--- src/audio_port_regs.svh ---
`ifndef AUDIO_PORT_REGS_SVH
`define AUDIO_PORT_REGS_SVH

// register indices; the byte address is four times the index
`define IDX_RX_FIFO_PORT 24'hfffd40
`define IDX_RX_DMA_SLOT0 24'hfffd42
`define IDX_RX_DMA_SLOT1 24'hfffd44
`define IDX_RX_DMA_SLOT2 24'hfffd46
`define IDX_RX_DMA_SLOT3 24'hfffd48
`define IDX_TX_FIFO_PORT 24'hfffd4a
`define IDX_TX_DMA_SLOT0 24'hfffd4c
`define IDX_TX_DMA_SLOT1 24'hfffd4e
`define IDX_TX_DMA_SLOT2 24'hfffd50
`define IDX_TX_DMA_SLOT3 24'hfffd52
`define IDX_GLOBAL_CONFIG 24'hfffd54
`define IDX_IRQ_STATUS_CTRL 24'hfffd56
`define IDX_RX_STATUS_CTRL 24'hfffd58
`define IDX_TX_STATUS_CTRL 24'hfffd5a
`define IDX_CLOCK_CTRL 24'hfffd5c
`define IDX_DMA_CTRL 24'hfffd5e

// reset values
`define CFG_RESET 16'h0000
`define CLKC_RESET 16'h1f03
`define ZERO16 16'h0000

// status/control field positions (rx and tx status registers)
`define STAT_STICKY 8
`define STAT_FULL 9
`define STAT_EMPTY 10
`define STAT_LEVEL 11
`define TXC_CVAL_LSB 0
`define TXC_CVAL_MSB 2
`define TXC_CCNT_LSB 3
`define TXC_CCNT_MSB 4

// dma control bits
`define DMAC_RX 0
`define DMAC_TX 1

// clock control fields
`define CLKC_DIV_LSB 0
`define CLKC_DIV_MSB 7
`define CLKC_FRAME_LSB 8
`define CLKC_FRAME_MSB 15

// word and sync lengths in bit clocks
`define WORD_NARROW 5'd8
`define WORD_WIDE 5'd16
`define SYNC_SHORT 5'd1
`define SYNC_LONG_NARROW 5'd6
`define SYNC_LONG_WIDE_BASE 5'd13

`endif

--- src/audio_port_pkg.sv ---
package audio_port_pkg;

	// global configuration layout, msb first
	typedef struct packed {
		logic clk_en;
		logic port_en;
		logic isdn_slave_mode_bit;
		logic sync_invert_bit;
		logic [1:0] sync_length_field;
		logic clr_tx;
		logic clr_rx;
		logic ext_bitclk_select;
		logic sync_length_select;
		logic ext_sync_select;
		logic [1:0] slot_count_select;
		logic loopback_bit;
		logic word_length_select;
		logic async_select;
	} cfg_s;

	// synchronised link inputs
	typedef struct packed {
		logic sck;
		logic sfs;
		logic rxd;
	} pins_s;

	typedef enum logic [1:0] {LINK_IDLE, LINK_DATA, LINK_CTRL} link_state_e;

endpackage

--- src/audio_port.sv ---
`timescale 1ns/1ps
`include "audio_port_regs.svh"

module audio_port
	import audio_port_pkg::*;
#(
	parameter int FIFO_DEPTH = 16,
	parameter int RX_AF_LEVEL = 12,
	parameter int TX_AE_LEVEL = 4
) (
	input wire logic pclk,
	input wire logic presetn,
	input wire logic psel,
	input wire logic penable,
	input wire logic pwrite,
	input wire logic [31:0] paddr,
	input wire logic [31:0] pwdata,
	output logic [31:0] prdata,
	output logic pready,
	output logic pslverr,
	input wire logic sck_in,
	output logic sck_out,
	output logic sck_oe_n,
	input wire logic sfs_in,
	output logic sfs_out,
	output logic sfs_oe_n,
	input wire logic serial_rx_pin,
	output logic serial_tx_pin,
	output logic serial_tx_oe_n,
	input wire logic freeze
);

	localparam int PTR_W = $clog2(FIFO_DEPTH);
	localparam logic [PTR_W:0] DEPTH_C = (PTR_W+1)'(FIFO_DEPTH);
	localparam logic [PTR_W:0] RX_AF_C = (PTR_W+1)'(RX_AF_LEVEL);
	localparam logic [PTR_W:0] TX_AE_C = (PTR_W+1)'(TX_AE_LEVEL);

	// input synchronisers
	logic [2:0] pin_meta_ff, pin_sync_ff;
	logic frz_meta_ff, frz_ff;
	pins_s pin;

	// registers
	logic [15:0] gcfg_ff, nxt_gcfg;
	logic [15:0] irqc_ff, nxt_irqc;
	logic [15:0] clkc_ff, nxt_clkc;
	logic [15:0] dmac_ff, nxt_dmac;
	logic [4:0] txc_ff, nxt_txc;
	logic [15:0] rx_dma0_ff, nxt_rx_dma0;
	logic [15:0] tx_dma0_ff, nxt_tx_dma0;
	logic rx_ovr_ff, nxt_rx_ovr;
	logic tx_und_ff, nxt_tx_und;
	logic [15:0] rx_mem_ff [FIFO_DEPTH];
	logic [15:0] nxt_rx_mem [FIFO_DEPTH];
	logic [15:0] tx_mem_ff [FIFO_DEPTH];
	logic [15:0] nxt_tx_mem [FIFO_DEPTH];
	logic [PTR_W-1:0] rx_wptr_ff, nxt_rx_wptr, rx_read_ptr_ff, nxt_rx_read_ptr;
	logic [PTR_W-1:0] tx_wptr_ff, nxt_tx_wptr, tx_rptr_ff, nxt_tx_rptr;
	logic rx_lastw_ff, nxt_rx_lastw, tx_lastw_ff, nxt_tx_lastw;
	logic [15:0] tx_last_ff, nxt_tx_last;
	logic pready_ff, nxt_pready;
	logic pslverr_ff, nxt_pslverr;
	logic [31:0] prdata_ff, nxt_prdata;

	// clock and sync generation
	logic [7:0] div_cnt_ff, nxt_div_cnt;
	logic int_sck_ff, nxt_int_sck;
	logic sck_prev_ff, nxt_sck_prev;
	logic [7:0] gen_cnt_ff, nxt_gen_cnt;
	logic sfs_out_ff, nxt_sfs_out;
	logic [1:0] smp_ff, nxt_smp;

	// link
	link_state_e state_ff, nxt_state;
	logic [4:0] bit_cnt_ff, nxt_bit_cnt;
	logic [1:0] ctl_cnt_ff, nxt_ctl_cnt;
	logic phase_ff, nxt_phase;
	logic [15:0] tx_shift_reg_ff, nxt_tx_shift_reg;
	logic [15:0] rx_shift_reg_ff, nxt_rx_shift_reg;
	logic tx_bit_ff, nxt_tx_bit;

	cfg_s cfg;
	logic iom, ext_clk, ext_sync, long_sync, wide;
	logic [4:0] word_bits, sync_len;
	logic [1:0] ctrl_bit_count;
	logic [2:0] ctrl_bits_value;
	logic tick, bclk_rise, bclk_fall, shift_rise, shift_fall, sync_lvl, start;
	logic rx_in, rx_done, tx_load;
	logic [15:0] rx_word, tx_word;
	logic rx_full, rx_empty, tx_full, tx_empty;
	logic [PTR_W:0] rx_cnt, tx_cnt;
	logic [PTR_W-1:0] rx_diff, tx_diff;
	logic [23:0] idx;
	logic addr_ok, done, wr, rd;

	// two-stage synchronisers for pins
	always_ff @(posedge pclk or negedge presetn) begin
		if (!presetn) begin
			pin_meta_ff <= 3'h0;
			pin_sync_ff <= 3'h0;
		end else begin
			pin_meta_ff <= {sck_in, sfs_in, serial_rx_pin};
			pin_sync_ff <= pin_meta_ff;
		end
	end
	assign pin = pins_s'(pin_sync_ff);

	// freeze synchroniser, latency of two pclk cycles
	// two-stage freeze
	always_ff @(posedge pclk or negedge presetn) begin
		if (!presetn) begin
			frz_meta_ff <= 1'b0;
			frz_ff <= 1'b0;
		end else begin
			frz_meta_ff <= freeze;
			frz_ff <= frz_meta_ff;
		end
	end

	// effective configuration
	assign cfg = cfg_s'(gcfg_ff);
	assign iom = cfg.isdn_slave_mode_bit;
	assign ext_clk = cfg.ext_bitclk_select | iom;
	assign ext_sync = cfg.ext_sync_select | iom;
	assign long_sync = cfg.sync_length_select | iom;
	assign wide = cfg.word_length_select | iom;
	assign word_bits = wide ? `WORD_WIDE : `WORD_NARROW;
	assign sync_len = !long_sync ? `SYNC_SHORT :
		(wide ? `SYNC_LONG_WIDE_BASE + {3'b000, cfg.sync_length_field} : `SYNC_LONG_NARROW);
	assign ctrl_bit_count = txc_ff[`TXC_CCNT_MSB:`TXC_CCNT_LSB];
	assign ctrl_bits_value = txc_ff[`TXC_CVAL_MSB:`TXC_CVAL_LSB];

	// bit clock edges, internal divider or sampled pin
	assign tick = cfg.clk_en && (div_cnt_ff == clkc_ff[`CLKC_DIV_MSB:`CLKC_DIV_LSB]);
	assign bclk_rise = ext_clk ? (pin.sck & ~sck_prev_ff) : (tick & ~int_sck_ff);
	assign bclk_fall = ext_clk ? (~pin.sck & sck_prev_ff) : (tick & int_sck_ff);
	assign shift_rise = bclk_rise & (~iom | ~phase_ff);
	assign shift_fall = bclk_fall & (~iom | ~phase_ff);
	assign sync_lvl = ext_sync ? (pin.sfs ^ cfg.sync_invert_bit) : (sfs_out_ff ^ cfg.sync_invert_bit);

	// frame start detection from last two falling-edge samples
	// after sync rises for long sync, after sync falls for short sync
	assign start = bclk_rise & cfg.port_en & (long_sync ? (smp_ff[0] & ~smp_ff[1]) : (smp_ff[1] & ~smp_ff[0]));

	// divider, edge history and sync generator
	always_comb begin
		nxt_div_cnt = tick ? 8'h00 : (cfg.clk_en ? div_cnt_ff + 8'h01 : 8'h00);
		nxt_int_sck = tick ? ~int_sck_ff : int_sck_ff;
		nxt_sck_prev = pin.sck;
		nxt_gen_cnt = gen_cnt_ff;
		nxt_sfs_out = sfs_out_ff;
		nxt_smp = smp_ff;
		if (bclk_fall) begin
			nxt_smp = {smp_ff[0], sync_lvl};
		end
		// stale sync history would fake a frame start on re-enable
		if (!cfg.port_en) begin
			nxt_smp = 2'b00;
		end
		if (!cfg.port_en || ext_sync) begin
			nxt_gen_cnt = 8'h00;
			nxt_sfs_out = cfg.sync_invert_bit;
		end else if (bclk_rise) begin
			nxt_gen_cnt = (gen_cnt_ff == clkc_ff[`CLKC_FRAME_MSB:`CLKC_FRAME_LSB]) ? 8'h00 : gen_cnt_ff + 8'h01;
			nxt_sfs_out = (nxt_gen_cnt < {3'b000, sync_len}) ^ cfg.sync_invert_bit;
		end
	end

	always_ff @(posedge pclk or negedge presetn) begin
		if (!presetn) begin
			div_cnt_ff <= 8'h00;
			int_sck_ff <= 1'b0;
			sck_prev_ff <= 1'b0;
			gen_cnt_ff <= 8'h00;
			sfs_out_ff <= 1'b0;
			smp_ff <= 2'b00;
		end else begin
			div_cnt_ff <= nxt_div_cnt;
			int_sck_ff <= nxt_int_sck;
			sck_prev_ff <= nxt_sck_prev;
			gen_cnt_ff <= nxt_gen_cnt;
			sfs_out_ff <= nxt_sfs_out;
			smp_ff <= nxt_smp;
		end
	end

	// word for the transmit shift register
	always_comb begin
		if (frz_ff) begin
			tx_word = tx_last_ff;
		end else if (dmac_ff[`DMAC_TX]) begin
			tx_word = tx_dma0_ff;
		end else if (tx_empty) begin
			tx_word = tx_mem_ff[tx_rptr_ff - 1'b1];
		end else begin
			tx_word = tx_mem_ff[tx_rptr_ff];
		end
		if (!wide) begin
			tx_word[15:8] = 8'h00;
		end
	end

	assign rx_in = cfg.loopback_bit ? tx_bit_ff : pin.rxd;
	assign rx_word = {rx_shift_reg_ff[14:0], rx_in};

	// serial link sequencer
	always_comb begin
		nxt_state = state_ff;
		nxt_bit_cnt = bit_cnt_ff;
		nxt_ctl_cnt = ctl_cnt_ff;
		nxt_phase = phase_ff;
		nxt_tx_shift_reg = tx_shift_reg_ff;
		nxt_rx_shift_reg = rx_shift_reg_ff;
		nxt_tx_bit = tx_bit_ff;
		tx_load = 1'b0;
		rx_done = 1'b0;
		if (shift_fall && state_ff == LINK_DATA) begin
			nxt_rx_shift_reg = rx_word;
			rx_done = (bit_cnt_ff == word_bits - 5'd1);
		end
		if (!cfg.port_en) begin
			nxt_state = LINK_IDLE;
		end else if (start) begin
			tx_load = 1'b1;
			nxt_state = LINK_DATA;
			nxt_bit_cnt = 5'd0;
			nxt_phase = 1'b1;
			nxt_tx_shift_reg = tx_word;
			nxt_tx_bit = wide ? tx_word[15] : tx_word[7];
		end else if (shift_rise) begin
			nxt_phase = 1'b1;
			unique case (state_ff)
				LINK_IDLE: begin
					nxt_state = LINK_IDLE;
				end
				LINK_DATA: begin
					if (bit_cnt_ff == word_bits - 5'd1) begin
						nxt_state = (ctrl_bit_count != 2'd0) ? LINK_CTRL : LINK_IDLE;
						nxt_ctl_cnt = 2'd0;
						nxt_tx_bit = ctrl_bits_value[0];
					end else begin
						nxt_bit_cnt = bit_cnt_ff + 5'd1;
						nxt_tx_shift_reg = {tx_shift_reg_ff[14:0], 1'b0};
						nxt_tx_bit = wide ? tx_shift_reg_ff[14] : tx_shift_reg_ff[6];
					end
				end
				LINK_CTRL: begin
					if (ctl_cnt_ff == ctrl_bit_count - 2'd1) begin
						nxt_state = LINK_IDLE;
					end else begin
						nxt_ctl_cnt = ctl_cnt_ff + 2'd1;
						nxt_tx_bit = ctrl_bits_value[nxt_ctl_cnt];
					end
				end
			endcase
		end else if (bclk_rise) begin
			nxt_phase = 1'b0;
		end
	end

	always_ff @(posedge pclk or negedge presetn) begin
		if (!presetn) begin
			state_ff <= LINK_IDLE;
			bit_cnt_ff <= 5'd0;
			ctl_cnt_ff <= 2'd0;
			phase_ff <= 1'b0;
			tx_shift_reg_ff <= `ZERO16;
			rx_shift_reg_ff <= `ZERO16;
			tx_bit_ff <= 1'b0;
		end else begin
			state_ff <= nxt_state;
			bit_cnt_ff <= nxt_bit_cnt;
			ctl_cnt_ff <= nxt_ctl_cnt;
			phase_ff <= nxt_phase;
			tx_shift_reg_ff <= nxt_tx_shift_reg;
			rx_shift_reg_ff <= nxt_rx_shift_reg;
			tx_bit_ff <= nxt_tx_bit;
		end
	end

	// fifo levels and flags, derived from pointers and the last-write flags
	assign rx_diff = rx_wptr_ff - rx_read_ptr_ff;
	assign tx_diff = tx_wptr_ff - tx_rptr_ff;
	assign rx_full = (rx_diff == '0) & rx_lastw_ff;
	assign rx_empty = (rx_diff == '0) & ~rx_lastw_ff;
	assign tx_full = (tx_diff == '0) & tx_lastw_ff;
	assign tx_empty = (tx_diff == '0) & ~tx_lastw_ff;
	assign rx_cnt = rx_full ? DEPTH_C : {1'b0, rx_diff};
	assign tx_cnt = tx_full ? DEPTH_C : {1'b0, tx_diff};

	// apb decode; completion is the second access cycle
	assign idx = paddr[25:2];
	assign done = psel & penable & pready_ff;
	assign wr = done & pwrite & addr_ok;
	assign rd = done & ~pwrite & addr_ok;
	always_comb begin
		unique case (idx)
			`IDX_RX_FIFO_PORT, `IDX_RX_DMA_SLOT0, `IDX_RX_DMA_SLOT1, `IDX_RX_DMA_SLOT2,
			`IDX_RX_DMA_SLOT3, `IDX_TX_FIFO_PORT, `IDX_TX_DMA_SLOT0, `IDX_TX_DMA_SLOT1,
			`IDX_TX_DMA_SLOT2, `IDX_TX_DMA_SLOT3, `IDX_GLOBAL_CONFIG, `IDX_IRQ_STATUS_CTRL,
			`IDX_RX_STATUS_CTRL, `IDX_TX_STATUS_CTRL, `IDX_CLOCK_CTRL, `IDX_DMA_CTRL: begin
				addr_ok = (paddr[31:26] == 6'h00);
			end
			default: begin
				addr_ok = 1'b0;
			end
		endcase
	end

	// register file, fifos and status
	always_comb begin
		nxt_gcfg = gcfg_ff;
		nxt_irqc = irqc_ff;
		nxt_clkc = clkc_ff;
		nxt_dmac = dmac_ff;
		nxt_txc = txc_ff;
		nxt_rx_dma0 = rx_dma0_ff;
		nxt_tx_dma0 = tx_dma0_ff;
		nxt_rx_ovr = rx_ovr_ff;
		nxt_tx_und = tx_und_ff;
		nxt_rx_mem = rx_mem_ff;
		nxt_tx_mem = tx_mem_ff;
		nxt_rx_wptr = rx_wptr_ff;
		nxt_rx_read_ptr = rx_read_ptr_ff;
		nxt_tx_wptr = tx_wptr_ff;
		nxt_tx_rptr = tx_rptr_ff;
		nxt_rx_lastw = rx_lastw_ff;
		nxt_tx_lastw = tx_lastw_ff;
		nxt_tx_last = tx_last_ff;
		nxt_pready = psel & penable & ~pready_ff;
		nxt_pslverr = psel & penable & ~pready_ff & ~addr_ok;
		nxt_prdata = 32'h0;
		// read data captured in the first access cycle
		if (psel && penable && !pready_ff && !pwrite) begin
			unique case (idx)
				`IDX_RX_FIFO_PORT: nxt_prdata[15:0] = rx_mem_ff[rx_read_ptr_ff];
				`IDX_RX_DMA_SLOT0: nxt_prdata[15:0] = rx_dma0_ff;
				`IDX_GLOBAL_CONFIG: nxt_prdata[15:0] = gcfg_ff;
				`IDX_IRQ_STATUS_CTRL: nxt_prdata[15:0] = irqc_ff;
				`IDX_RX_STATUS_CTRL: begin
					nxt_prdata[`STAT_STICKY] = rx_ovr_ff;
					nxt_prdata[`STAT_FULL] = rx_full;
					nxt_prdata[`STAT_EMPTY] = rx_empty;
					nxt_prdata[`STAT_LEVEL] = (rx_cnt >= RX_AF_C);
				end
				`IDX_TX_STATUS_CTRL: begin
					nxt_prdata[`TXC_CCNT_MSB:`TXC_CVAL_LSB] = txc_ff;
					nxt_prdata[`STAT_STICKY] = tx_und_ff;
					nxt_prdata[`STAT_FULL] = tx_full;
					nxt_prdata[`STAT_EMPTY] = tx_empty;
					nxt_prdata[`STAT_LEVEL] = (tx_cnt <= TX_AE_C);
				end
				`IDX_CLOCK_CTRL: nxt_prdata[15:0] = clkc_ff;
				`IDX_DMA_CTRL: nxt_prdata[15:0] = dmac_ff;
				default: nxt_prdata = 32'h0;
			endcase
		end
		// receive fifo pop on read
		// rx flags frozen
		if (rd && idx == `IDX_RX_FIFO_PORT && !frz_ff) begin
			nxt_rx_read_ptr = rx_read_ptr_ff + 1'b1;
			nxt_rx_lastw = 1'b0;
		end
		// received word to dma register or fifo
		// no rx update
		if (rx_done && !frz_ff) begin
			if (dmac_ff[`DMAC_RX]) begin
				nxt_rx_dma0 = rx_word;
			end else if (rx_full) begin
				nxt_rx_ovr = 1'b1;
			end else begin
				nxt_rx_mem[rx_wptr_ff] = rx_word;
				nxt_rx_wptr = rx_wptr_ff + 1'b1;
				nxt_rx_lastw = (rd && idx == `IDX_RX_FIFO_PORT) ? rx_lastw_ff : 1'b1;
			end
		end
		// transmit fifo push on write
		// tx flags frozen
		if (wr && idx == `IDX_TX_FIFO_PORT && !frz_ff) begin
			nxt_tx_mem[tx_wptr_ff] = pwdata[15:0];
			nxt_tx_wptr = tx_wptr_ff + 1'b1;
			nxt_tx_lastw = 1'b1;
		end
		// shift register reload; underrun repeats the previous word
		// no tx reload
		if (tx_load && !frz_ff) begin
			nxt_tx_last = tx_word;
			if (!dmac_ff[`DMAC_TX]) begin
				if (tx_empty) begin
					nxt_tx_und = 1'b1;
				end else begin
					nxt_tx_rptr = tx_rptr_ff + 1'b1;
					nxt_tx_lastw = (wr && idx == `IDX_TX_FIFO_PORT) ? tx_lastw_ff : 1'b0;
				end
			end
		end
		// plain register writes; sticky clears lose to a same-cycle set
		if (wr) begin
			unique case (idx)
				`IDX_TX_DMA_SLOT0: nxt_tx_dma0 = pwdata[15:0];
				`IDX_GLOBAL_CONFIG: begin
					nxt_gcfg = pwdata[15:0];
					nxt_gcfg[`STAT_STICKY] = 1'b0;
					nxt_gcfg[`STAT_FULL] = 1'b0;
					if (pwdata[`STAT_STICKY]) begin
						nxt_rx_wptr = '0;
						nxt_rx_read_ptr = '0;
						nxt_rx_lastw = 1'b0;
					end
					if (pwdata[`STAT_FULL]) begin
						nxt_tx_wptr = '0;
						nxt_tx_rptr = '0;
						nxt_tx_lastw = 1'b0;
					end
				end
				`IDX_IRQ_STATUS_CTRL: nxt_irqc = pwdata[15:0];
				`IDX_RX_STATUS_CTRL: begin
					if (pwdata[`STAT_STICKY] && !frz_ff && !(rx_done && rx_full && !dmac_ff[`DMAC_RX])) begin
						nxt_rx_ovr = 1'b0;
					end
				end
				`IDX_TX_STATUS_CTRL: begin
					nxt_txc = pwdata[`TXC_CCNT_MSB:`TXC_CVAL_LSB];
					if (pwdata[`STAT_STICKY] && !frz_ff && !(tx_load && tx_empty && !dmac_ff[`DMAC_TX])) begin
						nxt_tx_und = 1'b0;
					end
				end
				`IDX_CLOCK_CTRL: nxt_clkc = pwdata[15:0];
				`IDX_DMA_CTRL: nxt_dmac = pwdata[15:0];
				default: nxt_dmac = dmac_ff;
			endcase
		end
	end

	always_ff @(posedge pclk or negedge presetn) begin
		if (!presetn) begin
			gcfg_ff <= `CFG_RESET;
			irqc_ff <= `ZERO16;
			clkc_ff <= `CLKC_RESET;
			dmac_ff <= `ZERO16;
			txc_ff <= 5'h00;
			rx_dma0_ff <= `ZERO16;
			tx_dma0_ff <= `ZERO16;
			rx_ovr_ff <= 1'b0;
			tx_und_ff <= 1'b0;
			rx_mem_ff <= '{default: `ZERO16};
			tx_mem_ff <= '{default: `ZERO16};
			rx_wptr_ff <= '0;
			rx_read_ptr_ff <= '0;
			tx_wptr_ff <= '0;
			tx_rptr_ff <= '0;
			rx_lastw_ff <= 1'b0;
			tx_lastw_ff <= 1'b0;
			tx_last_ff <= `ZERO16;
			pready_ff <= 1'b0;
			pslverr_ff <= 1'b0;
			prdata_ff <= 32'h0;
		end else begin
			gcfg_ff <= nxt_gcfg;
			irqc_ff <= nxt_irqc;
			clkc_ff <= nxt_clkc;
			dmac_ff <= nxt_dmac;
			txc_ff <= nxt_txc;
			rx_dma0_ff <= nxt_rx_dma0;
			tx_dma0_ff <= nxt_tx_dma0;
			rx_ovr_ff <= nxt_rx_ovr;
			tx_und_ff <= nxt_tx_und;
			rx_mem_ff <= nxt_rx_mem;
			tx_mem_ff <= nxt_tx_mem;
			rx_wptr_ff <= nxt_rx_wptr;
			rx_read_ptr_ff <= nxt_rx_read_ptr;
			tx_wptr_ff <= nxt_tx_wptr;
			tx_rptr_ff <= nxt_tx_rptr;
			rx_lastw_ff <= nxt_rx_lastw;
			tx_lastw_ff <= nxt_tx_lastw;
			tx_last_ff <= nxt_tx_last;
			pready_ff <= nxt_pready;
			pslverr_ff <= nxt_pslverr;
			prdata_ff <= nxt_prdata;
		end
	end

	// outputs; enables are low while driving
	assign prdata = prdata_ff;
	assign pready = pready_ff;
	assign pslverr = pslverr_ff;
	assign sck_out = int_sck_ff;
	assign sck_oe_n = ext_clk | ~cfg.clk_en;
	assign sfs_out = sfs_out_ff;
	assign sfs_oe_n = ext_sync | ~cfg.port_en;
	assign serial_tx_pin = tx_bit_ff;
	assign serial_tx_oe_n = (state_ff == LINK_IDLE);

endmodule // audio_port

--- config.mk ---
export PLATFORM = sky130hd
export DESIGN_NAME = audio_port
export DESIGN_NICKNAME = d
export VERILOG_FILES = /design/src/audio_port_pkg.sv /design/src/audio_port.sv
export VERILOG_INCLUDE_DIRS = /design/src
export SDC_FILE = /design/constraint.sdc
export NUM_CORES = 1
export LEC_CHECK = 0
export BUFFER_PORTS_ARGS = -buffer_cell sky130_fd_sc_hd__buf_4
export CAP_MARGIN = 25
export CORE_ASPECT_RATIO = 0.5
export CORE_MARGIN = 1.5
export CORE_UTILIZATION = 63
export DETAILED_ROUTE_END_ITERATION = 16
export MAX_ROUTING_LAYER = met4
export PLACE_DENSITY = 0.82
export SLEW_MARGIN = 25
export SYNTH_ARGS = -nofsm -noshare
export SYNTH_HDL_FRONTEND = slang
export SYNTH_SLANG_ARGS = --single-unit
--- constraint.sdc ---
create_clock -name pclk -period 5 [get_ports pclk]
set_input_delay 0.25 -clock pclk [delete_from_list [all_inputs] [get_ports pclk]]
set_output_delay 0.25 -clock pclk [all_outputs]
set_load 0.02 [all_outputs]
# Word-level counts from Yosys, hierarchy flattened
# Index checks and enable logic that the tools add are counted.
# classes
add_sub_neg,14
multipliers,0
n_div,0
n_lt_le_gt_ge,11
n_eq_ne,30
n_shift,0
mux,125
n_bitwise,54
reduce_logical,54
# op_table
cell,n
bitwise mux 256 bit,2
equality test 24 bit (second input constant),16
binary-select mux 16 bit (select 4 bit),3
2-to-1 mux 16 bit,12
demux 16 bit (select 4 bit),2
2-to-1 mux 4 bit,20
2-to-1 mux 15 bit,4
2-to-1 mux 1 bit,49
2-to-1 mux 8 bit,6
2-to-1 mux 5 bit,9
case mux 5 bit (7 select lines),1
case mux 4 bit (8 select lines),1
>= comparator 5 bit (second input constant),5
inverter 4 -> 5 bit,5
case mux 4 bit (6 select lines),1
bitwise AND 1 bit,22
logical AND 1 bit,20
2-to-1 mux 2 bit,10
case mux 3 bit (6 select lines),1
inverter 1 bit,17
adder 4 x 1 -> 4 bit (second input constant),4
adder 8 x 1 -> 8 bit (second input constant),2
equality test 8 bit,2
AND reduction 2 bit,8
other kinds (39),66
# totals
regBits,751
latch_bits,0
ram_bits,0
rom_bits,0
inputBits,73
out_inout_bits,40
wordCells,356
memories,0

# Logic depth before layout (Yosys ltp)
# Gate-level depths: netlist of the first run.
# logic_depth
ltp_word,15
ltp_mapped,16
ltp_nobuf,10

# Least setup slack after synthesis of the first run
# Ideal clock, no wire load.
# synth_path
path_kind,register to register
startpoint,register tx_rptr_ff[0]
endpoint,register tx_last_ff[10]
setup_ps,121
t_arrival_ps,3964
setup_slack_ps,915
stages_incl_launch_ff,16
n_path_buf,8
path_cell_list,dfrtp_1 -> buf_2 -> buf_4 -> buf_2 -> buf_2 -> buf_4 -> inv_1 -> ha_1 -> clkbuf_1 -> clkbuf_1 -> clkbuf_1 -> mux4_2 -> a22oi_1 -> nand4_1 -> o221a_2 -> a22o_1
# synth_via
elab_chain_cells,9
elab_cells_between_ends,16
cone_classes,add/sub (2); mux (10); bitwise (3); reduce/logical (1)
# synth_lines
element,line_no,rtl
start: declaration,audio_port.sv:58,"logic [PTR_W-1:0] tx_wptr_ff, nxt_tx_wptr, tx_rptr_ff, nxt_tx_rptr;"
start signal: assignment,audio_port.sv:473,tx_rptr_ff <= nxt_tx_rptr;
subtractor 4 x 1 -> 4 bit,audio_port.sv:194,tx_word = tx_mem_ff[tx_rptr_ff - 1'b1];
inverter 4 -> 5 bit (not written as such),audio_port.sv:194,
binary-select mux 16 bit (select 4 bit),audio_port.sv:194,
2-to-1 mux 16 bit (not written as such) (2 in a row),audio_port.sv:194,
2-to-1 mux 16 bit *,audio_port.sv:193,end else if (tx_empty) begin
2-to-1 mux 16 bit *,audio_port.sv:191,end else if (dmac_ff[`DMAC_TX]) begin
2-to-1 mux 16 bit *,audio_port.sv:189,if (frz_ff) begin
2-to-1 mux 8 bit *,audio_port.sv:198,if (!wide) begin
end signal: assignment,audio_port.sv:454,tx_last_ff <= `ZERO16;
end signal: assignment,audio_port.sv:476,tx_last_ff <= nxt_tx_last;
end: declaration,audio_port.sv:60,"logic [15:0] tx_last_ff, nxt_tx_last;"
# Every way passes the cells marked *; elsewhere a longest branch is shown, timed or not. The select of a mux whose other input is x is not followed.
# A chain may end at the register's enable or synchronous reset.

# Worst setup path after layout of the first run
# layout_path
startpoint,register rx_read_ptr_ff[0]
endpoint,register rx_mem_ff[14] (netlist bit)
# layout_via
elab_chain_cells,5
# layout_lines
element,line_no,rtl
start: declaration,audio_port.sv:57,"logic [PTR_W-1:0] rx_wptr_ff, nxt_rx_wptr, rx_read_ptr_ff, nxt_rx_read_ptr;"
start signal: assignment,audio_port.sv:471,rx_read_ptr_ff <= nxt_rx_read_ptr;
subtractor 4 bit,audio_port.sv:282,assign rx_diff = rx_wptr_ff - rx_read_ptr_ff;
logical NOT 4 bit,audio_port.sv:284,assign rx_full = (rx_diff == '0) & rx_lastw_ff;
bitwise AND 1 bit,audio_port.sv:284,
inverter 1 bit (no source line),--,
AND reduction 3 bit (no source line),--,
end signal: assignment,audio_port.sv:468,rx_mem_ff <= nxt_rx_mem;
end: declaration,audio_port.sv:53,logic [15:0] rx_mem_ff [FIFO_DEPTH];
# Every way passes these cells.

==> summary.md, run 1 <==
| Metric | Value |
|---|---|
| Largest fanout on the critical path | 26 |
| Largest net degree at the start of global routing | 161 |
| Unique masters post-synth | 86 |
| CTS clk-pin slew, worst paths | 0.07 ns |
| Placed Area | between 30000 and 40000 um2 |
| Reg2reg start | rx_read_ptr_ff[0]$_DFF_PN0_ |
| Post-synth top area cell | dfrtp_1 |
| Commonest non-fill, non-tap cell in the layout | dfrtp_1 |
| Levels on crit path | 9 |
| Syn_area_per_cell | 14.5 um2 |
| Die area | about 60000 um2 |
| Total grt overflow | 0 |
| Max-Slew Margin vs Limit | 0.317 |
| Port Buf Inserts | 78 |
| Synthesis Warnings | 0 |
| Post-synth EDFFs | 0 |
| Root buf cell | clkbuf_16 |
| VDD IR max | 0.000231 V |
| Maximum buffer depth of the clock tree | 3 |
| RR Endpoint | rx_mem_ff[14]$_DFFE_PN0P_ |
| Hold Path Origin | pwdata[13] |
| ANT nets after route | 0 |
| Initial DRC Count | between 2000 and 2500 |
| GR Util All Layers | 0.324 |
| Total Nets Final | 2649 |
| Num ports | 113 |
| Vias in the first global route | 23700 |
| Sequential share of the synthesized area | 0.502 |
| Worst Clk Skew | between 0.015 and 0.02 ns |
| Pleak | 19.0 nW |
| Routed WL | 90.7 mm |
| Core box area | 57500 um2 |
| RePlAce Congestion | 0.929 |
| Latest clock arrival within the worst-skew pair | just over 0.6 ns |
| First-pass GRT wire length | 142 mm |
| Max Cap Viol | 0 |
| Design Area, Final | 40200 um2 |
| Die Wd | about 340 um |
| Synth Flop Type | dfrtp_1 |
| Setup violators final | 0 |
| WP data arrival | 4.30 ns |
| Required @ worst endpoint | roughly 5.5 ns |
| DR pass1 iterations | 6 |
| Worst r2r path cells | 9 |
| Fraction of layout cells with a size suffix above 1 | 0.435 |
| Critical path origin | rx_read_ptr_ff[0]$_DFF_PN0_ |
| Std-Cell Rows | 62 |
| Post-synthesis async set-or-reset flop share | 1.00 |
| CP Class | flop to flop |
| DR vias | 22800 |
| Initial antenna violation count | 6 |
| Hpwl dp | 55.3 mm |
| Crit path to | rx_mem_ff[14]$_DFFE_PN0P_ |
| Area growth syn-to-layout | 9.60% |
| PD cells | 287 nW/um2 |
| Area share of the largest cell type after synthesis | 0.497 |
| Most frequent cells in the layout | 724 x dfrtp_1, 536 x mux2_2, 228 x mux4_2, 132 x nand2_1, 125 x buf_4 |
| Worst-Margin Slew | 1.02 ns |
| CP startpoint kind | flop |
| Min cycle time layout | 3.81 ns |
| Post-route setup slack | 1.19 ns |
| Outcome | completed |
| Initial Util | 0.638 |
| R2R Setup Slk | 1.19 ns |
| CTS resizes | 0 |
| Worst Setup End Kind | flop |
| CP max stage cell | dfrtp_4 |
| RSZ-0062 raised after global routing | no |
| Final Hold Viols | 0 |
| Vias per cell | around 6.8 |
| Setup slack after placement | 1.21 ns |
| Post-Synthesis Cell Area | approximately 37000 um2 |
| CTS Buf Count | 67 |
| Largest stage delay, worst path | 0.75 ns |
| Die H | ~170 um |
| HP Class | primary input to flop |
| CTS tree | yes |
| H-tree levels | 3 |
| Total negative slack | 0 ns |
| Worst Path Buf+Inv | 1 |
| Cell breakdown of the critical path | ha_1 -> inv_1 -> fa_1 -> xnor2_1 -> and3b_1 -> o211ai_1 -> nor3b_2 -> nand3_2 -> mux2_2 |
| Period Utilization, post-route | 0.763 |
| DR WL/cell | 26.9 um |
| Fmax | 0.262 GHz |
| Syn Inst Count | 2535 |
| Yosys reg bits | 735 |
| Synth top area cells | dfrtp_1 50%, mux2_2 16%, mux4_2 14% |
| Worst path top cell family by delay | simple AND/OR/NAND/NOR gates |
| Slew Limit Fails | 0 |
| Clock sink count | around 740 |
| # DRC | 0 |
==> final cells by class <==
| cell class | instances | area [um2] |
|---|---|---|
| clock buffer | 95 | 1980 |
| clock inverter | 20 | 269 |
| timing repair buffer | 148 | 1240 |
| multi-input combinational | 1564 | 17200 |
| antenna | 6 | 15.0 |
| sequential | 735 | 18400 |
| fill | 3690 | 17300 |
| tap | 768 | 961 |
| inverter | 32 | 120 |
==> tightest hold or removal path: cells and delay by family <==
kind,cells,cell delay (ns)
buffers and inverters,1,0.21
and+or+nand+nor,2,0.13
==> report_power, final <==
part	total, mW	switching, mW	leakage, nW	internal, mW
sequential	5.95	0.00474	10.2	5.95
combinational	0.271	0.211	7.78	0.0598
clock	5.32	2.29	1.11	3.03
==> repair_timing <==
action                                  in CTS  in global routing
hold buffers                                16                  0
endpoints found under the setup margin       0                  0
setup buffers                                0                  0
endpoints found under the hold margin      121                  0
==> stage by stage <==
step                 util  hold slack (ns)  power, mW  instances
finish              0.699           0.0313       11.5       3368
global route        0.699           0.0273       11.9       3367
CTS                 0.698          0.00139       11.6       3361
detailed placement  0.657            0.336       6.33       3230
global placement    0.656            0.337       6.32       3229
floorplan               -          -0.0456       6.14       2550
==> cells by family after synthesis <==
| family | count (synthesis) | share of synthesized area |
|---|---|---|
| AOI/OAI and AO/OA | 199 | 0.0399 |
| xor gates and xnor gates | 52 | 0.0124 |
| adders and majority gates | 28 | 0.00996 |
| buffers and inverters | 251 | 0.0329 |
| DFF | 735 | 0.502 |
| muxes | 864 | 0.340 |
| other | 1 | 0.000102 |
| and+or+nand+nor | 405 | 0.0630 |
==> Yosys cell counts (19+ instances only) <==
cell      instances
buf_1            26
mux4_2          228
dfrtp_1         728
mux2_2          536
inv_1            31
buf_4            21
mux2i_1          19
a31oi_1          21
o21ai_0          21
a21oi_1          26
buf_2            55
ha_1             26
xnor2_1          34
clkbuf_1        103
nand2_1         132
nor3_1           19
mux2_1           29
nand3_1          40
mux2_4           52
a22oi_1          31
nor2_1           75
==> sequential cells by signal, summed over array words and instances, names as in the netlist, 5 cells and up <==
signal           cells
tx_dma0_ff          16
rx_shift_reg_ff     15
clkc_ff             16
tx_mem_ff          256
dmac_ff             16
irqc_ff             16
rx_dma0_ff          16
gen_cnt_ff           8
rx_mem_ff          256
prdata              16
tx_shift_reg_ff     15
bit_cnt_ff           5
tx_last_ff          16
txc_ff               5
div_cnt_ff           8
cfg                 14
==> worst min-delay path by stage <==
stage                                           end  slack, ns  cells after the start
after floorplan           bit_cnt_ff[0]$_DFFE_PN0P_      -0.05                      0
after global placement             pin[0]$_DFF_PN0_       0.34                      0
after detailed placement           pin[0]$_DFF_PN0_       0.34                      0
after CTS                       cfg[11]$_DFFE_PN0P_      0.001                      3
after global routing            cfg[13]$_DFFE_PN0P_       0.03                      3
final                           cfg[13]$_DFFE_PN0P_       0.03                      3
==> metal layers <==
metal | wire [um] | part of all wire | GRT usage | vias up
li1 | - | - | - | 9518
met1 | 36700 | 0.40 | 0.442 | 12100
met2 | 43400 | 0.48 | 0.487 | 998
met3 | 6400 | 0.071 | 0.0535 | 243
met4 | 4160 | 0.046 | 0.139 | 0
met5 | 0 | 0 | - | -
(Power assumes the default switching activity.)
==> run 2: changes to the inputs <==
--- a/config.mk
+++ b/config.mk
@@ -10,10 +10,10 @@
 export CAP_MARGIN = 25
 export CORE_ASPECT_RATIO = 0.5
 export CORE_MARGIN = 1.5
-export CORE_UTILIZATION = 63
+export CORE_UTILIZATION = 57
 export DETAILED_ROUTE_END_ITERATION = 16
 export MAX_ROUTING_LAYER = met4
-export PLACE_DENSITY = 0.82
+export PLACE_DENSITY = 0.78
 export SLEW_MARGIN = 25
 export SYNTH_ARGS = -nofsm -noshare
 export SYNTH_HDL_FRONTEND = slang
==> constraint.sdc (replaced) <==
create_clock -name pclk -period 3.4 [get_ports pclk]
set_input_delay 0.17 -clock pclk [delete_from_list [all_inputs] [get_ports pclk]]
set_output_delay 0.17 -clock pclk [all_outputs]
set_load 0.02 [all_outputs]
==> run 2 against run 1 <==
Compared with the run above: fmax is 18% higher; critical path depth is 1 higher; core utilization is 5.6 points lower; die area is 10% higher; critical endpoint is now tx_shift_reg_ff[7]$_DFFE_PN0P_; largest cell class unchanged.
==> summary.md, run 2 (synthesis gave the netlist of run 1 again) <==
| Metric | Value |
|---|---|
| Largest stage delay, worst path | 0.45 ns (-0.30 ns) |
| VDD IR max | 0.000271 V (+17%) |
| Worst path top cell family by delay | compound AO/OA/AOI/OAI gates |
| Die H | 182 um (+5.0%) |
| H-tree levels | 3 (unchanged) |
| Hold path cells | 3 (unchanged) |
| Total grt overflow | 0 (unchanged) |
| Vias in the first global route | 23600 (-0.41%) |
| Placed Cells | 3353 (+3.8%) |
| Endpoint, Worst Hold | tx_und_ff$_DFF_PN0_ |
| Setup violators final | 0 (unchanged) |
| Routed WL | 90.6 mm (about the same) |
| Clock sink count | 735 (unchanged) |
| Fraction of layout cells with a size suffix above 1 | 0.441 (+0.00599) |
| Die area | 66000 um2 (+10%) |
| CTS tree | yes |
| Port Buf Inserts | 78 (unchanged) |
| Reg2reg start | tx_wptr_ff[0]$_DFF_PN0_ |
| Cell breakdown of the critical path | inv_1 -> ha_1 -> fa_1 -> xnor2_1 -> or3_1 -> o31a_1 -> a22o_1 -> a221oi_1 -> nor3_1 -> a221o_1 |
| DR WL/cell | 25.9 um (-3.7%) |
| Most frequent cells in the layout | 724 x dfrtp_1, 536 x mux2_2, 228 x mux4_2, 165 x buf_4, 132 x nand2_1 |
| Commonest non-fill, non-tap cell in the layout | dfrtp_1 |
| Total negative slack | 0 ns (unchanged) |
| Max-Slew Margin vs Limit | 0.301 (-0.0152) |
| RR Endpoint | tx_shift_reg_ff[7]$_DFFE_PN0P_ |
| GR Util All Layers | 0.290 (-0.0333) |
| Worst Path Buf+Inv | 1 (unchanged) |
| Core box area | 63400 um2 (+10%) |
| Std-Cell Rows | 65 (+4.8%) |
| Outcome | completed |
| Root buf cell | clkbuf_16 |
| # DRC | 0 (unchanged) |
| Largest net degree at the start of global routing | 116 (-28%) |
| Largest fanout on the critical path | 5 (-81%) |
| Max Cap Viol | 0 (unchanged) |
| Worst r2r path cells | 10 (+1) |
| RePlAce Congestion | 0.971 (+4.6%) |
| Maximum buffer depth of the clock tree | 3 (unchanged) |
| R2R Setup Slk | 0.18 ns (-1.01 ns) |
| Slew Limit Fails | 0 (unchanged) |
| PD cells | 408 nW/um2 (+42%) |
| Worst-Margin Slew | 1.05 ns (+0.0234 ns) |
| Total Nets Final | 2709 (+2.3%) |
| DR pass1 iterations | 7 (+1) |
| DR vias | 22700 (-0.45%) |
| RSZ-0062 raised after global routing | no |
| First-pass GRT wire length | 142 mm (-0.29%) |
| Initial DRC Count | 2469 (+1.3%) |
| CP startpoint kind | flop |
| HP Class | primary input to flop |
| Hpwl dp | 58.8 mm (+6.5%) |
| CP max stage cell | a221oi_1 |
| Fillers | 4428 (+20%) |
| Top Registers | rx_mem_ff x256, tx_mem_ff x256 |
| Area growth syn-to-layout | 11.2% |
| Num ports | 113 (unchanged) |
| Initial Util | 0.579 (-0.0591) |
| Layout Cells excl Fill | 3493 (+3.7%) |
| ANT nets after route | 0 (unchanged) |
| Util after Layout | 0.643 (-0.0557) |
| Initial antenna violation count | 3 (-3) |
| Pleak | 19.3 nW (+1.5%) |
| CP Class | flop to flop |
| Hold Path Origin | pwdata[8] |
| CTS clk-pin slew, worst paths | 0.07 ns (about the same) |
| Post-CTS setup buffer count | 0 (unchanged) |
| Required @ worst endpoint | 3.90 ns (-1.59 ns) |
| Final Hold Viols | 0 (unchanged) |
| Vias per cell | 6.51 (-4.0%) |
| WP data arrival | 3.72 ns (-0.58 ns) |
| CTS Buf Count | 68 (+1.5%) |
| Min cycle time layout | 3.22 ns (-0.591 ns) |
| Die Wd | 362 um (+5.1%) |
| Period Utilization, post-route | 0.948 (+0.185) |
| Worst Clk Skew | 0.0298 ns (+0.0104 ns) |
| Fmax | 0.310 GHz (+18%) |
| Hold Worst Slack | 0.0622 ns (+0.0310 ns) |
| Worst Setup End Kind | flop |
| Latest clock arrival within the worst-skew pair | 0.61 ns (about the same) |
[run 2: changes by cell type in the layout (fill, tap and decap cells not counted), moves of 3 or more]
cell / before / now
clkbuf_1: 12 / 22
diode_2: 6 / 2
buf_4: 125 / 165
dlygate4sd3_1: 16 / 22
buf_12: 5 / 18
clkbuf_16: 70 / 73
bufinv_16: 5 / 0
clkinv_8: 3 / 0
[run 2: how the worst max path moves through the flow]
stage          depth (start not counted)                    start  slack [ns]                               to
2_1_floorplan                         15  tx_rptr_ff[0]$_DFF_PN0_       0.004   tx_shift_reg_ff[7]$_DFFE_PN0P_
3_3_place_gp                          11  tx_rptr_ff[1]$_DFF_PN0_        0.19  tx_shift_reg_ff[14]$_DFFE_PN0P_
3_5_place_dp                          11  tx_rptr_ff[1]$_DFF_PN0_        0.16  tx_shift_reg_ff[14]$_DFFE_PN0P_
4_1_cts                               11  tx_rptr_ff[1]$_DFF_PN0_        0.13  tx_shift_reg_ff[14]$_DFFE_PN0P_
5_1_grt                               11  rx_wptr_ff[0]$_DFF_PN0_        0.04       rx_mem_ff[138]$_DFFE_PN0P_
6_report                              10  tx_wptr_ff[0]$_DFF_PN0_        0.18   tx_shift_reg_ff[7]$_DFFE_PN0P_
[run 2: through the flow]
stage | worst slack (ns) | total power [mW] | cell area, um2
6_report | 0.178 | 16.7 | 40800
5_1_grt | 0.0399 | 17.2 | 40800
4_1_cts | 0.134 | 16.8 | 40700
3_5_place_dp | 0.163 | 9.33 | 38400
3_3_place_gp | 0.186 | 9.32 | 38400
2_1_floorplan | 0.00404 | 9.03 | 36800
[run 2: worst register-to-register path: stages, from the launching register on]
cell and delay, ns:
dfrtp_1 0.43, inv_1 0.11, ha_1 0.23, fa_1 0.38, xnor2_1 0.16, or3_1 0.42, o31a_1 0.31, a22o_1 0.21
a221oi_1 0.45, nor3_1 0.13, a221o_1 0.28
[run 2: layer usage]
metal  up-vias  track usage  share of wire
li1       9611            -              -
met1     12100        0.384           0.42
met2       782        0.462           0.49
met3       203       0.0421          0.057
met4         0        0.108          0.037
met5         -            -              0
[run 2: report_power, final]
group,total (mW),switching [mW],internal [mW]
sequential,8.76,0.00577,8.75
combinational,0.422,0.319,0.102
clock,7.47,3.25,4.22
total,16.7,3.57,13.1
[run 2: final cells by class]
type                    count  area, um2  area share
multi-input cells        1564      17200       0.422
diodes                      2       5.00    0.000123
inverters                  32        120     0.00295
clock inverters             7       35.0    0.000859
flip-flops and latches    735      18400       0.452
clock buffers             109       2100      0.0516
well taps                 837       1050      0.0257
repair buffers            207       1850      0.0453
[run 2: timing repair]
item	4_1_cts	5_1_grt
hold buffers	22	0
hold endpoints to repair	101	0
resized for setup	0	1
setup endpoints to repair	0	1
==> run 3: changes to the inputs <==
--- a/config.mk
+++ b/config.mk
@@ -8,7 +8,6 @@
 export LEC_CHECK = 0
 export BUFFER_PORTS_ARGS = -buffer_cell sky130_fd_sc_hd__buf_4
 export CAP_MARGIN = 25
-export CORE_ASPECT_RATIO = 0.5
 export CORE_MARGIN = 1.5
 export CORE_UTILIZATION = 57
 export DETAILED_ROUTE_END_ITERATION = 16
==> run 3 against run 2 <==
Compared with the run above: die area is 0.14% lower; cell area is 1.6% higher; power is 9.3% higher; global-route usage is 1.7 points higher; clock power is 20% higher; combinational power is 4% higher; clock-buffer cell count is 6 higher; first-iteration DRC count is 8.6% lower; cell count is 0.89% higher; sequential share of layout area is 0.69 points lower; register-to-register slack worse by 0.09 ns; sequential power hardly changed; critical path type unchanged.
==> summary.md, run 3 (synthesis gave the netlist of run 1 again) <==
| Metric | Value |
|---|---|
| Outcome | completed |
| WP data arrival | 3.87 ns (+0.15 ns) |
| Maximum buffer depth of the clock tree | 3 (unchanged) |
| CP max stage cell | or3_1 |
| Cell breakdown of the critical path | inv_1 -> ha_1 -> fa_1 -> xnor2_1 -> or3_1 -> or3_1 -> buf_4 -> nand2_1 -> o221a_2 -> a22o_1 |
| CP Class | flop to flop |
| RePlAce Congestion | 0.908 (-6.5%) |
| ANT nets after route | 0 (unchanged) |
| PD cells | 439 nW/um2 (+7.6%) |
| Port Buf Inserts | 78 (unchanged) |
| Vias per cell | 6.59 (+1.3%) |
| Initial antenna violation count | 1 (-2) |
| Root buf cell | clkbuf_16 |
| Total negative slack | 0 ns (unchanged) |
| Total grt overflow | 0 (unchanged) |
| CTS Buf Count | 78 (+15%) |
| Hold Path Origin | penable |
| Max Cap Viol | 0 (unchanged) |
| Initial DRC Count | 2257 (-8.6%) |
| Reg2reg start | tx_wptr_ff[0]$_DFF_PN0_ |
| Num ports | 113 (unchanged) |
| Setup violators final | 0 (unchanged) |
| Register area | 18400 um2 (unchanged) |
| RSZ-0062 raised after global routing | no |
| Area growth syn-to-layout | 12.9% |
| Latest clock arrival within the worst-skew pair | 0.64 ns (+0.03 ns) |
| Critical path origin | tx_wptr_ff[0]$_DFF_PN0_ |
| Max-Slew Margin vs Limit | 0.316 (+0.0148) |
| Die H | 257 um (+41%) |
| HP Class | primary input to flop |
| CTS tree | yes |
| Pleak | 19.6 nW (+1.5%) |
| Initial Util | 0.579 (about the same) |
| GR Util All Layers | 0.307 (+0.0168) |
| Most frequent cells in the layout | 724 x dfrtp_1, 536 x mux2_2, 228 x mux4_2, 159 x buf_4, 132 x nand2_1 |
| Worst Path Buf+Inv | 2 (+1) |
| CP startpoint kind | flop |
| # DRC | 0 (unchanged) |
| DR vias | 23200 (+2.2%) |
| Commonest non-fill, non-tap cell in the layout | dfrtp_1 |
| Worst-Margin Slew | 1.03 ns (-0.0222 ns) |
| Period Utilization, post-route | 0.973 (+0.0257) |
| Util after Layout | 0.654 (+0.0105) |
| Std-Cell Rows | 92 (+42%) |
| DR pass1 iterations | 6 (-1) |
| Core box area | 63300 um2 (about the same) |
| VDD IR max | 0.000460 V (+70%) |
| Largest stage delay, worst path | 0.44 ns (about the same) |
| Die area | 65900 um2 (-0.14%) |
| Fmax | 0.302 GHz (-2.6%) |
| Total Nets Final | 2716 (+0.26%) |
| Worst path top cell family by delay | simple AND/OR/NAND/NOR gates |
| H-tree levels | 3 (unchanged) |
| Slew Limit Fails | 0 (unchanged) |
| Routed WL | 95.8 mm (+5.8%) |
| Die Wd | 257 um (-29%) |
| Footprint of the multi-input gates | 17200 um2 (about the same) |
| Final Hold Viols | 0 (unchanged) |
| CTS clk-pin slew, worst paths | 0.06 ns (about the same) |
| Clock sink count | 735 (unchanged) |
| CP most frequent cell | or3_1 |
| Fillers | 4299 (-2.9%) |
| DR WL/cell | 27.2 um (+4.8%) |
| Worst Setup End Kind | flop |
| Top Registers | rx_mem_ff x256, tx_mem_ff x256 |
| Largest net degree at the start of global routing | 101 (-13%) |
| Hpwl dp | 61.7 mm (+4.8%) |
| Min cycle time layout | 3.31 ns (+0.0875 ns) |
| Vias in the first global route | 24600 (+4.2%) |
| Worst Clk Skew | 0.0243 ns (-0.00545 ns) |
| R2R Setup Slk | 0.09 ns (-0.09 ns) |
| Post-CTS setup buffer count | 0 (unchanged) |
| Required @ worst endpoint | 3.96 ns (+0.06 ns) |
| Largest fanout on the critical path | 5 (unchanged) |
| First-pass GRT wire length | 151 mm (+6.5%) |
| Fraction of layout cells with a size suffix above 1 | 0.448 (+0.00759) |
-- run 3: worst register-to-register path: stages (launching register included) --
cell and delay [ns]:
dfrtp_1 0.43, inv_1 0.11, ha_1 0.23, fa_1 0.38, xnor2_1 0.16, or3_1 0.43, or3_1 0.44, buf_4 0.19
nand2_1 0.31, o221a_2 0.40, a22o_1 0.16
-- run 3: cell type report --
cell class | count | area share
Inverter | 32 | 0.00290
Clock buffer | 115 | 0.0563
Antenna cell | 2 | 0.000121
Multi-Input combinational cell | 1564 | 0.415
Sequential cell | 735 | 0.445
Tap cell | 846 | 0.0256
Timing Repair Buffer | 204 | 0.0453
Clock inverter | 26 | 0.00985
-- run 3: report_power, final --
part / switching (mW) / total, mW / leakage, nW / internal [mW]
Clock: 3.60 / 8.99 / 1.34 / 5.40
Combinational: 0.327 / 0.438 / 8.11 / 0.111
Sequential: 0.00764 / 8.76 / 10.2 / 8.75
-- run 3: path summary, 6_finish.rpt --
path	end	depth (start not counted)
setup / recovery	tx_last_ff[9]$_DFFE_PN0P_	10
hold / removal	pready$_DFF_PN0_	3
setup reg to reg	tx_last_ff[9]$_DFFE_PN0P_	10
hold reg to reg	pin[1]$_DFF_PN0_	0
max in group asynchronous	tx_mem_ff[8]$_DFFE_PN0P_	3
min in group asynchronous	tx_mem_ff[230]$_DFFE_PN0P_	2
-- run 3: per-stage QoR --
stage	cells	power (mW)	worst slack, ns	cell area (um2)	hold WS [ns]
3_5_place_dp	3359	9.34	0.167	38400	0.283
6_report	3524	18.2	0.0906	41400	0.0414
4_1_cts	3522	18.3	0.172	41400	0.0123
2_1_floorplan	2550	9.03	0.00404	36800	-0.126
5_1_grt	3523	18.7	0.0225	41400	0.0272
3_3_place_gp	3359	9.33	0.219	38400	0.280
-- run 3: repair_timing --
action / CTS / global route
hold buffers: 22 / 0
endpoints found under the hold margin: 149 / 0
resized for setup: 0 / 1
endpoints found under the setup margin: 0 / 1
-- run 3: per-layer routing --
metal	track usage	up-vias	share of wire
li1	-	9669	-
met1	0.402	12400	0.40
met2	0.480	900	0.49
met3	0.0614	239	0.070
met4	0.110	0	0.040
met5	-	-	0
